File: config.mk
export PLATFORM = sky130hd
export DESIGN_NAME = aid_decoder
export DESIGN_NICKNAME = d
export VERILOG_FILES = /design/src/aid_fields.v /design/src/aid_cyc_ctr.v /design/src/aid_decoder.v
export VERILOG_INCLUDE_DIRS = /design/src /design/src/include
export SDC_FILE = /design/constraint.sdc
export NUM_CORES = 1
export LEC_CHECK = 0
export BUFFER_PORTS_ARGS = -buffer_cell sky130_fd_sc_hd__buf_2
export CAP_MARGIN = 20
export CORE_AREA = 4 4 113 115
export DETAILED_ROUTE_END_ITERATION = 6
export DIE_AREA = 0 0 117 119
export PLACE_DENSITY = 0.59
export RECOVER_POWER = 50
export SYNTH_ARGS = -nofsm -noshare
export SYNTH_HDL_FRONTEND = slang
export SYNTH_SLANG_ARGS = --single-unit
File: constraint.sdc
create_clock -name clk -period 2.1 [get_ports clk]
set_input_delay 0.105 -clock clk [delete_from_list [all_inputs] [get_ports clk]]
set_output_delay 0.105 -clock clk [all_outputs]
set_load 0.05 [all_outputs]
File: src/include/aid_map.vh
// Purpose: opcode values, decode field codes and widths for the decoder
// Assumes: an 8-bit opcode fetched a byte at a time from program memory
// Notes:   ranges of eight are named by opcode[7:3], of two by opcode[7:1]
`ifndef AID_MAP_VH
`define AID_MAP_VH

// Field widths
`define AID_FN_W    5
`define AID_KD_W    4
`define AID_LEN_W   2
`define AID_CYC_W   2
`define AID_DEC_W   17

// Single opcodes, full byte
`define OP_ADD_DIR  8'h25
`define OP_ADC_DIR  8'h35
`define OP_SBB_DIR  8'h95
`define OP_ADD_IMM  8'h24
`define OP_ADC_IMM  8'h34
`define OP_SBB_IMM  8'h94
`define OP_ANL_DI   8'h53
`define OP_ORL_DI   8'h43
`define OP_XRL_DI   8'h63
`define OP_ANL_DA   8'h52
`define OP_ORL_DA   8'h42
`define OP_XRL_DA   8'h62
`define OP_ANL_DIR  8'h55
`define OP_ORL_DIR  8'h45
`define OP_XRL_DIR  8'h65
`define OP_ANL_IMM  8'h54
`define OP_ORL_IMM  8'h44
`define OP_XRL_IMM  8'h64
`define OP_RL       8'h23
`define OP_RLC      8'h33
`define OP_RR       8'h03
`define OP_RRC      8'h13
`define OP_MOV_DD   8'h85
`define OP_MOV_DIMM 8'h75
`define OP_MOV_ADIR 8'hE5
`define OP_MOV_DIRA 8'hF5
`define OP_DPL      8'h90
`define OP_CRD_DP   8'h93
`define OP_CRD_PC   8'h83
`define OP_XRD_DP   8'hE0
`define OP_XWR_DP   8'hF0
`define OP_PUSH     8'hC0
`define OP_POP      8'hD0
`define OP_XCH_DIR  8'hC5

// Bank register ranges, opcode[7:3]
`define RG_ADD      5'h05
`define RG_ADC      5'h07
`define RG_SBB      5'h13
`define RG_ANL      5'h0B
`define RG_ORL      5'h09
`define RG_XRL      5'h0D
`define RG_LD_DIR   5'h15
`define RG_ST_DIR   5'h11
`define RG_LD_IMM   5'h0F
`define RG_TO_A     5'h1D
`define RG_FROM_A   5'h1F
`define RG_XCH      5'h19

// Indirect pointer pairs, opcode[7:1]
`define PR_ADD      7'h13
`define PR_ADC      7'h1B
`define PR_SBB      7'h4B
`define PR_ANL      7'h2B
`define PR_ORL      7'h23
`define PR_XRL      7'h33
`define PR_LD_A     7'h73
`define PR_ST_A     7'h7B
`define PR_ST_DIR   7'h53
`define PR_ST_IMM   7'h3B
`define PR_TO_DIR   7'h43
`define PR_XRD      7'h71
`define PR_XWR      7'h79
`define PR_XCH      7'h63

// Operation codes
`define FN_NOP      5'h00
`define FN_ADD      5'h01
`define FN_ADC      5'h02
`define FN_SBB      5'h03
`define FN_AND      5'h04
`define FN_OR       5'h05
`define FN_XOR      5'h06
`define FN_RL       5'h07
`define FN_RLC      5'h08
`define FN_RR       5'h09
`define FN_RRC      5'h0A
`define FN_MOV      5'h0B
`define FN_XCH      5'h0C
`define FN_PUSH     5'h0D
`define FN_POP      5'h0E
`define FN_CRD      5'h0F
`define FN_XRD      5'h10
`define FN_XWR      5'h11
`define FN_DPL      5'h12

// Operand kinds
`define K_NONE      4'h0
`define K_ACC       4'h1
`define K_REG       4'h2
`define K_DIR       4'h3
`define K_IND       4'h4
`define K_IMM       4'h5
`define K_CDP       4'h6
`define K_EXT8      4'h7
`define K_EXT16     4'h8
`define K_STK       4'h9
`define K_DPR       4'hA
`define K_IMM16     4'hB
`define K_CPC       4'hC

// Lengths and cycle counts
`define L0          2'h0
`define L1          2'h1
`define L2          2'h2
`define L3          2'h3
`define C1          2'h1
`define C2          2'h2

`endif

File: src/aid_fields.v
// Purpose: pull register and pointer selects out of an opcode
// Assumes: opcode is stable while its select is used
// Notes:   purely combinational, no state
`timescale 1ns/100ps
`default_nettype none
module aid_fields (
    // Opcode in
    input  wire [7:0] opcode,
    // Selects out
    output wire [2:0] reg_sel,
    output wire       ptr_sel
);
    // Low three bits name the bank register
    assign reg_sel = opcode[2:0];
    // Lowest bit names the pointer register
    assign ptr_sel = opcode[0];
endmodule // aid_fields
`default_nettype wire

File: src/aid_cyc_ctr.v
// Purpose: count out the execution cycles of one instruction
// Assumes: load only when idle or on the last cycle
// Notes:   a count of zero means idle
`include "aid_map.vh"
`timescale 1ns/100ps
`default_nettype none
module aid_cyc_ctr (
    // Clock and reset
    input  wire                  clk,
    input  wire                  nrst,
    // Load
    input  wire                  load,
    input  wire [`AID_CYC_W-1:0] cycles,
    // Status
    output wire                  busy,
    output wire                  last
);
    reg [`AID_CYC_W-1:0] cnt_r;   // Cycles still to run

    // Load wins, else count down to idle
    always @(posedge clk) begin
        if (!nrst) begin
            cnt_r <= `L0;
        end else if (load) begin
            cnt_r <= cycles;
        end else if (cnt_r != `L0) begin
            cnt_r <= cnt_r - `C1;
        end
    end

    assign busy = (cnt_r != `L0);
    assign last = (cnt_r == `C1);
endmodule // aid_cyc_ctr
`default_nettype wire

File: src/aid_decoder.v
// Purpose: decode opcodes, gather operand bytes, time execution
// Assumes: program memory runs on clk and holds a byte until taken
// Notes:   rows outside the covered groups come out as unknown
`include "aid_map.vh"
`timescale 1ns/100ps
`default_nettype none
module aid_decoder (
    // Clock and reset
    input  wire                  clk,
    input  wire                  nrst,
    // Program memory byte stream
    input  wire                  byte_valid,
    input  wire [7:0]            byte_data,
    output wire                  byte_ready,
    // Decoded instruction to datapath
    output wire                  insn_valid,
    output wire                  insn_last,
    output reg                   insn_known,
    output reg  [7:0]            insn_opcode,
    output reg  [`AID_FN_W-1:0]  insn_fn,
    output reg  [`AID_KD_W-1:0]  insn_src,
    output reg  [`AID_KD_W-1:0]  insn_dst,
    output reg  [`AID_LEN_W-1:0] insn_len,
    output reg  [`AID_CYC_W-1:0] insn_cycles,
    output reg  [2:0]            insn_reg_sel,
    output reg                   insn_ptr_sel,
    output reg  [7:0]            insn_op1,
    output reg  [7:0]            insn_op2
);
    // One-hot states
    localparam [2:0] S_IDLE = 3'h1;   // Waiting for an opcode
    localparam [2:0] S_OPER = 3'h2;   // Gathering operand bytes
    localparam [2:0] S_EXEC = 3'h4;   // Instruction presented

    reg  [2:0]            state_r;    // Current state
    reg  [2:0]            state_nxt;  // Next state
    reg  [`AID_LEN_W-1:0] rem_r;      // Operand bytes still owed
    reg                   idx_r;      // Next operand slot, 0 = first

    reg  [`AID_DEC_W-1:0] dec;        // Packed decode of byte_data
    wire                  dec_known;  // Opcode is in the table
    wire [2:0]            f_reg;      // Register select of byte
    wire                  f_ptr;      // Pointer select of byte
    wire                  take;       // Byte handshake this cycle
    wire                  load_exec;  // Enter execution this cycle
    wire                  ctr_busy;   // Execution counter running

    // Pack one table row; used by every decode branch
    function [`AID_DEC_W-1:0] pk;
        input [`AID_FN_W-1:0]  fn;
        input [`AID_KD_W-1:0]  src;
        input [`AID_KD_W-1:0]  dst;
        input [`AID_LEN_W-1:0] len;
        input [`AID_CYC_W-1:0] cyc;
        begin
            pk = {fn, src, dst, len, cyc};
        end
    endfunction

    // Unknown rows decode to a one-byte no-op so fetch keeps moving
    assign dec_known = (dec[`AID_DEC_W-1 -: `AID_FN_W] != `FN_NOP);

    // Select fields for register and pointer forms
    aid_fields u_fields (
        .opcode  (byte_data),
        .reg_sel (f_reg),
        .ptr_sel (f_ptr)
    );

    // Opcode table: singles first, then ranges of eight, then pairs
    always @* begin
        dec = pk(`FN_NOP, `K_NONE, `K_NONE, `L1, `C1);
        case (byte_data)
            // Arithmetic on direct and immediate bytes
            `OP_ADD_DIR:
                dec = pk(`FN_ADD, `K_DIR, `K_ACC, `L2, `C1);
            `OP_ADC_DIR:
                dec = pk(`FN_ADC, `K_DIR, `K_ACC, `L2, `C1);
            `OP_SBB_DIR:
                dec = pk(`FN_SBB, `K_DIR, `K_ACC, `L2, `C1);
            `OP_ADD_IMM:
                dec = pk(`FN_ADD, `K_IMM, `K_ACC, `L2, `C1);
            `OP_ADC_IMM:
                dec = pk(`FN_ADC, `K_IMM, `K_ACC, `L2, `C1);
            // Shared printed code keeps its subtract meaning
            `OP_SBB_IMM:
                dec = pk(`FN_SBB, `K_IMM, `K_ACC, `L2, `C1);
            // Logic into a direct byte
            `OP_ANL_DI:
                dec = pk(`FN_AND, `K_IMM, `K_DIR, `L3, `C2);
            `OP_ORL_DI:
                dec = pk(`FN_OR, `K_IMM, `K_DIR, `L3, `C2);
            `OP_XRL_DI:
                dec = pk(`FN_XOR, `K_IMM, `K_DIR, `L3, `C2);
            `OP_ANL_DA:
                dec = pk(`FN_AND, `K_ACC, `K_DIR, `L2, `C1);
            `OP_ORL_DA:
                dec = pk(`FN_OR, `K_ACC, `K_DIR, `L2, `C1);
            `OP_XRL_DA:
                dec = pk(`FN_XOR, `K_ACC, `K_DIR, `L2, `C1);
            // Logic into the accumulator
            `OP_ANL_DIR:
                dec = pk(`FN_AND, `K_DIR, `K_ACC, `L2, `C1);
            `OP_ORL_DIR:
                dec = pk(`FN_OR, `K_DIR, `K_ACC, `L2, `C1);
            `OP_XRL_DIR:
                dec = pk(`FN_XOR, `K_DIR, `K_ACC, `L2, `C1);
            `OP_ANL_IMM:
                dec = pk(`FN_AND, `K_IMM, `K_ACC, `L2, `C1);
            `OP_ORL_IMM:
                dec = pk(`FN_OR, `K_IMM, `K_ACC, `L2, `C1);
            `OP_XRL_IMM:
                dec = pk(`FN_XOR, `K_IMM, `K_ACC, `L2, `C1);
            // Rotates of the accumulator
            `OP_RL:
                dec = pk(`FN_RL, `K_ACC, `K_ACC, `L1, `C1);
            `OP_RLC:
                dec = pk(`FN_RLC, `K_ACC, `K_ACC, `L1, `C1);
            `OP_RR:
                dec = pk(`FN_RR, `K_ACC, `K_ACC, `L1, `C1);
            `OP_RRC:
                dec = pk(`FN_RRC, `K_ACC, `K_ACC, `L1, `C1);
            // Direct byte moves
            `OP_MOV_DD:
                dec = pk(`FN_MOV, `K_DIR, `K_DIR, `L3, `C2);
            `OP_MOV_DIMM:
                dec = pk(`FN_MOV, `K_IMM, `K_DIR, `L3, `C2);
            `OP_MOV_ADIR:
                dec = pk(`FN_MOV, `K_DIR, `K_ACC, `L2, `C1);
            `OP_MOV_DIRA:
                dec = pk(`FN_MOV, `K_ACC, `K_DIR, `L2, `C1);
            // Pointer and code space
            `OP_DPL:
                dec = pk(`FN_DPL, `K_IMM16, `K_DPR, `L3, `C2);
            `OP_CRD_DP:
                dec = pk(`FN_CRD, `K_CDP, `K_ACC, `L1, `C2);
            `OP_CRD_PC:
                dec = pk(`FN_CRD, `K_CPC, `K_ACC, `L1, `C2);
            // External data through the data pointer
            `OP_XRD_DP:
                dec = pk(`FN_XRD, `K_EXT16, `K_ACC, `L1, `C2);
            `OP_XWR_DP:
                dec = pk(`FN_XWR, `K_ACC, `K_EXT16, `L1, `C2);
            // Stack, then exchange with a direct byte
            `OP_PUSH:
                dec = pk(`FN_PUSH, `K_DIR, `K_STK, `L2, `C2);
            `OP_POP:
                dec = pk(`FN_POP, `K_STK, `K_DIR, `L2, `C2);
            `OP_XCH_DIR:
                dec = pk(`FN_XCH, `K_DIR, `K_ACC, `L2, `C1);
            default: begin
                // Bank register forms
                case (byte_data[7:3])
                    `RG_ADD:
                        dec = pk(`FN_ADD, `K_REG, `K_ACC, `L1, `C1);
                    `RG_ADC:
                        dec = pk(`FN_ADC, `K_REG, `K_ACC, `L1, `C1);
                    `RG_SBB:
                        dec = pk(`FN_SBB, `K_REG, `K_ACC, `L1, `C1);
                    `RG_ANL:
                        dec = pk(`FN_AND, `K_REG, `K_ACC, `L1, `C1);
                    `RG_ORL:
                        dec = pk(`FN_OR, `K_REG, `K_ACC, `L1, `C1);
                    `RG_XRL:
                        dec = pk(`FN_XOR, `K_REG, `K_ACC, `L1, `C1);
                    `RG_LD_DIR:
                        dec = pk(`FN_MOV, `K_DIR, `K_REG, `L2, `C2);
                    `RG_ST_DIR:
                        dec = pk(`FN_MOV, `K_REG, `K_DIR, `L2, `C2);
                    `RG_LD_IMM:
                        dec = pk(`FN_MOV, `K_IMM, `K_REG, `L2, `C1);
                    `RG_TO_A:
                        dec = pk(`FN_MOV, `K_REG, `K_ACC, `L1, `C1);
                    `RG_FROM_A:
                        dec = pk(`FN_MOV, `K_ACC, `K_REG, `L1, `C1);
                    `RG_XCH:
                        dec = pk(`FN_XCH, `K_REG, `K_ACC, `L1, `C1);
                    default: begin
                        // Indirect pointer forms
                        case (byte_data[7:1])
                            `PR_ADD:
                                dec = pk(`FN_ADD, `K_IND, `K_ACC,
                                         `L1, `C1);
                            `PR_ADC:
                                dec = pk(`FN_ADC, `K_IND, `K_ACC,
                                         `L1, `C1);
                            `PR_SBB:
                                dec = pk(`FN_SBB, `K_IND, `K_ACC,
                                         `L1, `C1);
                            `PR_ANL:
                                dec = pk(`FN_AND, `K_IND, `K_ACC,
                                         `L1, `C1);
                            `PR_ORL:
                                dec = pk(`FN_OR, `K_IND, `K_ACC,
                                         `L1, `C1);
                            `PR_XRL:
                                dec = pk(`FN_XOR, `K_IND, `K_ACC,
                                         `L1, `C1);
                            `PR_ST_A:
                                dec = pk(`FN_MOV, `K_ACC, `K_IND,
                                         `L1, `C1);
                            `PR_ST_DIR:
                                dec = pk(`FN_MOV, `K_DIR, `K_IND,
                                         `L2, `C2);
                            `PR_ST_IMM:
                                dec = pk(`FN_MOV, `K_IMM, `K_IND,
                                         `L2, `C1);
                            `PR_TO_DIR:
                                dec = pk(`FN_MOV, `K_IND, `K_DIR,
                                         `L2, `C2);
                            `PR_LD_A:
                                dec = pk(`FN_MOV, `K_IND, `K_ACC,
                                         `L1, `C1);
                            `PR_XRD:
                                dec = pk(`FN_XRD, `K_EXT8, `K_ACC,
                                         `L1, `C2);
                            `PR_XWR:
                                dec = pk(`FN_XWR, `K_ACC, `K_EXT8,
                                         `L1, `C2);
                            `PR_XCH:
                                dec = pk(`FN_XCH, `K_IND, `K_ACC,
                                         `L1, `C1);
                            default:
                                dec = pk(`FN_NOP, `K_NONE, `K_NONE,
                                         `L1, `C1);
                        endcase
                    end
                endcase
            end
        endcase
    end

    // Fetch accepts bytes only while not presenting an instruction
    assign byte_ready = state_r[0] | state_r[1];
    assign take       = byte_valid & byte_ready;

    // Start execution after the last owed byte
    assign load_exec = take &
        ((state_r[0] & (dec[`AID_CYC_W +: `AID_LEN_W] == `L1)) |
         (state_r[1] & (rem_r == `L1)));

    // Execution cycle timer
    aid_cyc_ctr u_ctr (
        .clk    (clk),
        .nrst   (nrst),
        .load   (load_exec),
        .cycles (insn_cycles_sel(state_r[0], dec, insn_cycles)),
        .busy   (ctr_busy),
        .last   (insn_last)
    );

    // Cycle count for the timer: fresh decode in idle, held otherwise
    function [`AID_CYC_W-1:0] insn_cycles_sel;
        input                  idle;
        input [`AID_DEC_W-1:0] d;
        input [`AID_CYC_W-1:0] held;
        begin
            insn_cycles_sel = idle ? d[`AID_CYC_W-1:0] : held;
        end
    endfunction

    // Instruction shown for exactly its cycle count
    assign insn_valid = state_r[2] & ctr_busy;

    // Next state
    always @* begin
        state_nxt = state_r;
        case (state_r)
            S_IDLE: begin
                if (take) begin
                    state_nxt = load_exec ? S_EXEC : S_OPER;
                end
            end
            S_OPER: begin
                if (load_exec) begin
                    state_nxt = S_EXEC;
                end
            end
            S_EXEC: begin
                // Back to fetch after the final cycle
                if (insn_last) begin
                    state_nxt = S_IDLE;
                end
            end
            default:
                state_nxt = S_IDLE;
        endcase
    end

    // State and operand bookkeeping
    always @(posedge clk) begin
        if (!nrst) begin
            state_r <= S_IDLE;
            rem_r   <= `L0;
            idx_r   <= 1'b0;
        end else begin
            state_r <= state_nxt;
            if (take & state_r[0]) begin
                // Owed bytes are length less the opcode
                rem_r <= dec[`AID_CYC_W +: `AID_LEN_W] - `L1;
                idx_r <= 1'b0;
            end else if (take & state_r[1]) begin
                rem_r <= rem_r - `L1;
                idx_r <= 1'b1;
            end
        end
    end

    // Captured instruction fields, held through execution
    always @(posedge clk) begin
        if (!nrst) begin
            insn_known   <= 1'b0;
            insn_opcode  <= 8'h00;
            insn_fn      <= `FN_NOP;
            insn_src     <= `K_NONE;
            insn_dst     <= `K_NONE;
            insn_len     <= `L0;
            insn_cycles  <= `L0;
            insn_reg_sel <= 3'h0;
            insn_ptr_sel <= 1'b0;
            insn_op1     <= 8'h00;
            insn_op2     <= 8'h00;
        end else if (take & state_r[0]) begin
            insn_known   <= dec_known;
            insn_opcode  <= byte_data;
            {insn_fn, insn_src, insn_dst, insn_len, insn_cycles} <= dec;
            insn_reg_sel <= f_reg;
            insn_ptr_sel <= f_ptr;
            // Stale operands cleared so short forms show zero
            insn_op1     <= 8'h00;
            insn_op2     <= 8'h00;
        end else if (take & state_r[1]) begin
            // Operands kept in fetch order
            if (!idx_r) begin
                insn_op1 <= byte_data;
            end else begin
                insn_op2 <= byte_data;
            end
        end
    end
endmodule // aid_decoder
`default_nettype wire

==> results.cfg <==
[outcome]
status = finished clean

[setup_path]
cp.required_ps = 2310
cp-end-kind = register
reg2reg_depth = 4
arrival_ps = 2190
rr_endpoint = insn_op2[6]$_SDFFE_PP0P_
crit_type = input pin to register
path_max_fanout = 5
cp-start-kind = input pin
regToRegStartpoint = state_r[1]$_SDFFE_PN0P_
rrSetupSlack_ps = 520

[sta]
skew_ps = 3.84
fmax_mhz = 505
worst_pin_slew_ps = 613
finalMaxSlewViolations = 0
setup_viol = 0
hold_viol = 0
period_share = 0.943
final.min_clock_period_ps = 1980
slew-limit-headroom = 0.593
fin_ws_ps = 120

[hold_path]
hold_path.startpoint = nrst
hold_depth = 2
holdPathEnd = state_r[0]$_SDFFE_PN1P_
hold_path_class = input pin to register

[clock_tree]
cts_buffers = 5
cts_tree = built
hold_buffers = 0
cts_root_buffer = clkbuf_16
htreeDepth = 2
cts.clk_slew.worst_paths_ps = 60
clock_path_buffers = 2
insertion_delay_ps = 290
cts.sinks = 50

[yosys]
synth_common_cells = nand2_1 (65), a21oi_1 (51), dfxtp_1 (50)
synth_cell_types = 82
yosysTopAreaCellShare = 0.289
syn_nets = 473
syn_area_per_cell_sq_um = 7.55
synth_edf_count = 0
yosysWarningCount = 0
postSynthCellCount = 458
yosysMostFrequentCell = nand2_1
synth-seq-area-share = 0.289
ys_ff_latch = 50
synth_area_leaders = dfxtp_1 (29%), a21oi_1 (7.4%), nand2_1 (7.1%), nor2_1 (4.7%), o21ai_0 (2.9%)
synth_ff_type = dfxtp_1
synth_area_sq_mm = 0.00346
synthArstFlopShare = 0
yosys.area.top_type = dfxtp_1

[routing]
routed_wirelength_um = 13500
drt_iter0_markers = 456
vias = 3903
wire_per_inst_um = 18.5
dr.pass1.iters = 5
antenna_left = 0
avgViaCountPerCell = 5.37
drc = 0

[final_layout]
layout-drive-gt1-share = 0.279
diodes = 0
layout.cells.non_filler = 727
nets = 594
area_growth_pct = 35.3

[die]
fp-row-count = 40
dieArea_sq_mm = 0.0139
initial_core_util = 0.293
die_x_um = 117
ioPinCount = 60
core_sq_mm = 0.0118
die_h_um = 119

[flow_run]
cap_violations = 0

[place]
place_inst = 715
gp_congestion = 0.994
dp_hpwl_um = 10400
post-place-ws_ps = -272
io_buffers = 59

[global_route]
antenna_found_initial = 0
grt.overflow.total = 0
grt_usage = 0.189
first_global_vias = 3761
grt_max_degree = 25
grt_pass1_wl_um = 20700

[power]
powerDensity_mw_per_mm2 = 664
irDropWorstVdd_v = 0.000376
power_leakage_nw = 1.87
-- worst max-delay path: stages --
cell	delay [ps]
buf_6	100
buf_8	100
nor2_2	30
o21bai_4	170
a41o_4	280
or3_4	400
a31oi_4	200
ha_2	190
a22o_1	140
nand2_2	100
a21oi_2	160
o31ai_1	80
a31oi_1	150
-- cell families after synthesis --
| logic type | synth area share |
|---|---|
| simple gates | 0.275 |
| flops | 0.289 |
| fa+ha+maj | 0.0145 |
| mux | 0.0152 |
| xor+xnor | 0.0127 |
| compound gates | 0.304 |
| buf+inv | 0.0893 |
-- flip-flops by register name, indices dropped and copies added, names as in the netlist --
signal       flops
u_ctr.cnt_r      2
insn_opcode      8
insn_known       1
state_r          3
insn_fn          5
insn_src         4
insn_op2         8
insn_op1         8
insn_len         2
rem_r            2
insn_dst         4
insn_cycles      2
idx_r            1
-- routing by layer --
metal / global-route usage / routed length, um
met1: 0.276 / 6400
met2: 0.297 / 6210
met3: 0.0300 / 760
met4: 0.0272 / 116
met5: 0 / 0
-- area by class of cell --
type	instances	area, sq um
clock buffers	7	143
repair buffers	160	1070
clock inverters	1	5.00
well taps	147	184
multi-input cells	348	2220
fillers	1297	7130
flip-flops and latches	50	1000
inverters	14	52.6
-- through the flow --
stage | total power, mW | area (sq um) | TNS [ps] | hold WS, ps | util
2_1_floorplan | 1.93 | 3480 | -2.71 | 444 | -
3_3_place_gp | 2.28 | 4450 | -1040 | 442 | 0.376
3_5_place_dp | 2.29 | 4450 | -1070 | 443 | 0.376
4_1_cts | 3.10 | 4590 | 0 | 202 | 0.389
5_1_grt | 3.27 | 4680 | -6.00 | 242 | 0.396
6_report | 3.11 | 4680 | 0 | 207 | 0.396
-- worst max path at each step --
stage,start,end,cells after the start
finish,byte_data[2],u_ctr.cnt_r[1]$_SDFFE_PN0P_,13
floorplan,byte_data[4],u_ctr.cnt_r[1]$_SDFFE_PN0P_,12
detailed placement,byte_data[1],u_ctr.cnt_r[1]$_SDFFE_PN0P_,12
global route,byte_data[2],u_ctr.cnt_r[1]$_SDFFE_PN0P_,13
global placement,byte_data[7],state_r[2]$_SDFFE_PN0P_,12
CTS,byte_data[1],u_ctr.cnt_r[1]$_SDFFE_PN0P_,12
-- layout by cell type (no fill, tap or decap), types with 4 or more instances in the layout --
cell type / count
buf_2: 6
buf_6: 7
inv_2: 4
nor2_1: 43
inv_1: 9
nand2_1: 63
a21oi_2: 5
a31oi_1: 7
nor2b_1: 5
dfxtp_1: 50
clkbuf_16: 6
o21ai_0: 20
o22ai_1: 8
nor3_1: 9
or3_1: 7
buf_4: 96
a21oi_1: 48
clkbuf_1: 47
nand3_1: 10
-- report_power, final --
group / internal (mW) / switching, mW
Sequential: 1.03 / 0.0646
Clock: 0.473 / 0.335
Combinational: 0.417 / 0.785
Total: 1.92 / 1.19
-- repair_timing --
item / CTS / global route
resized for setup: 0 / 33
endpoints found under the setup margin: 0 / 4
setup buffers: 0 / 3
No activity file was read; power rests on OpenSTA's default activity.
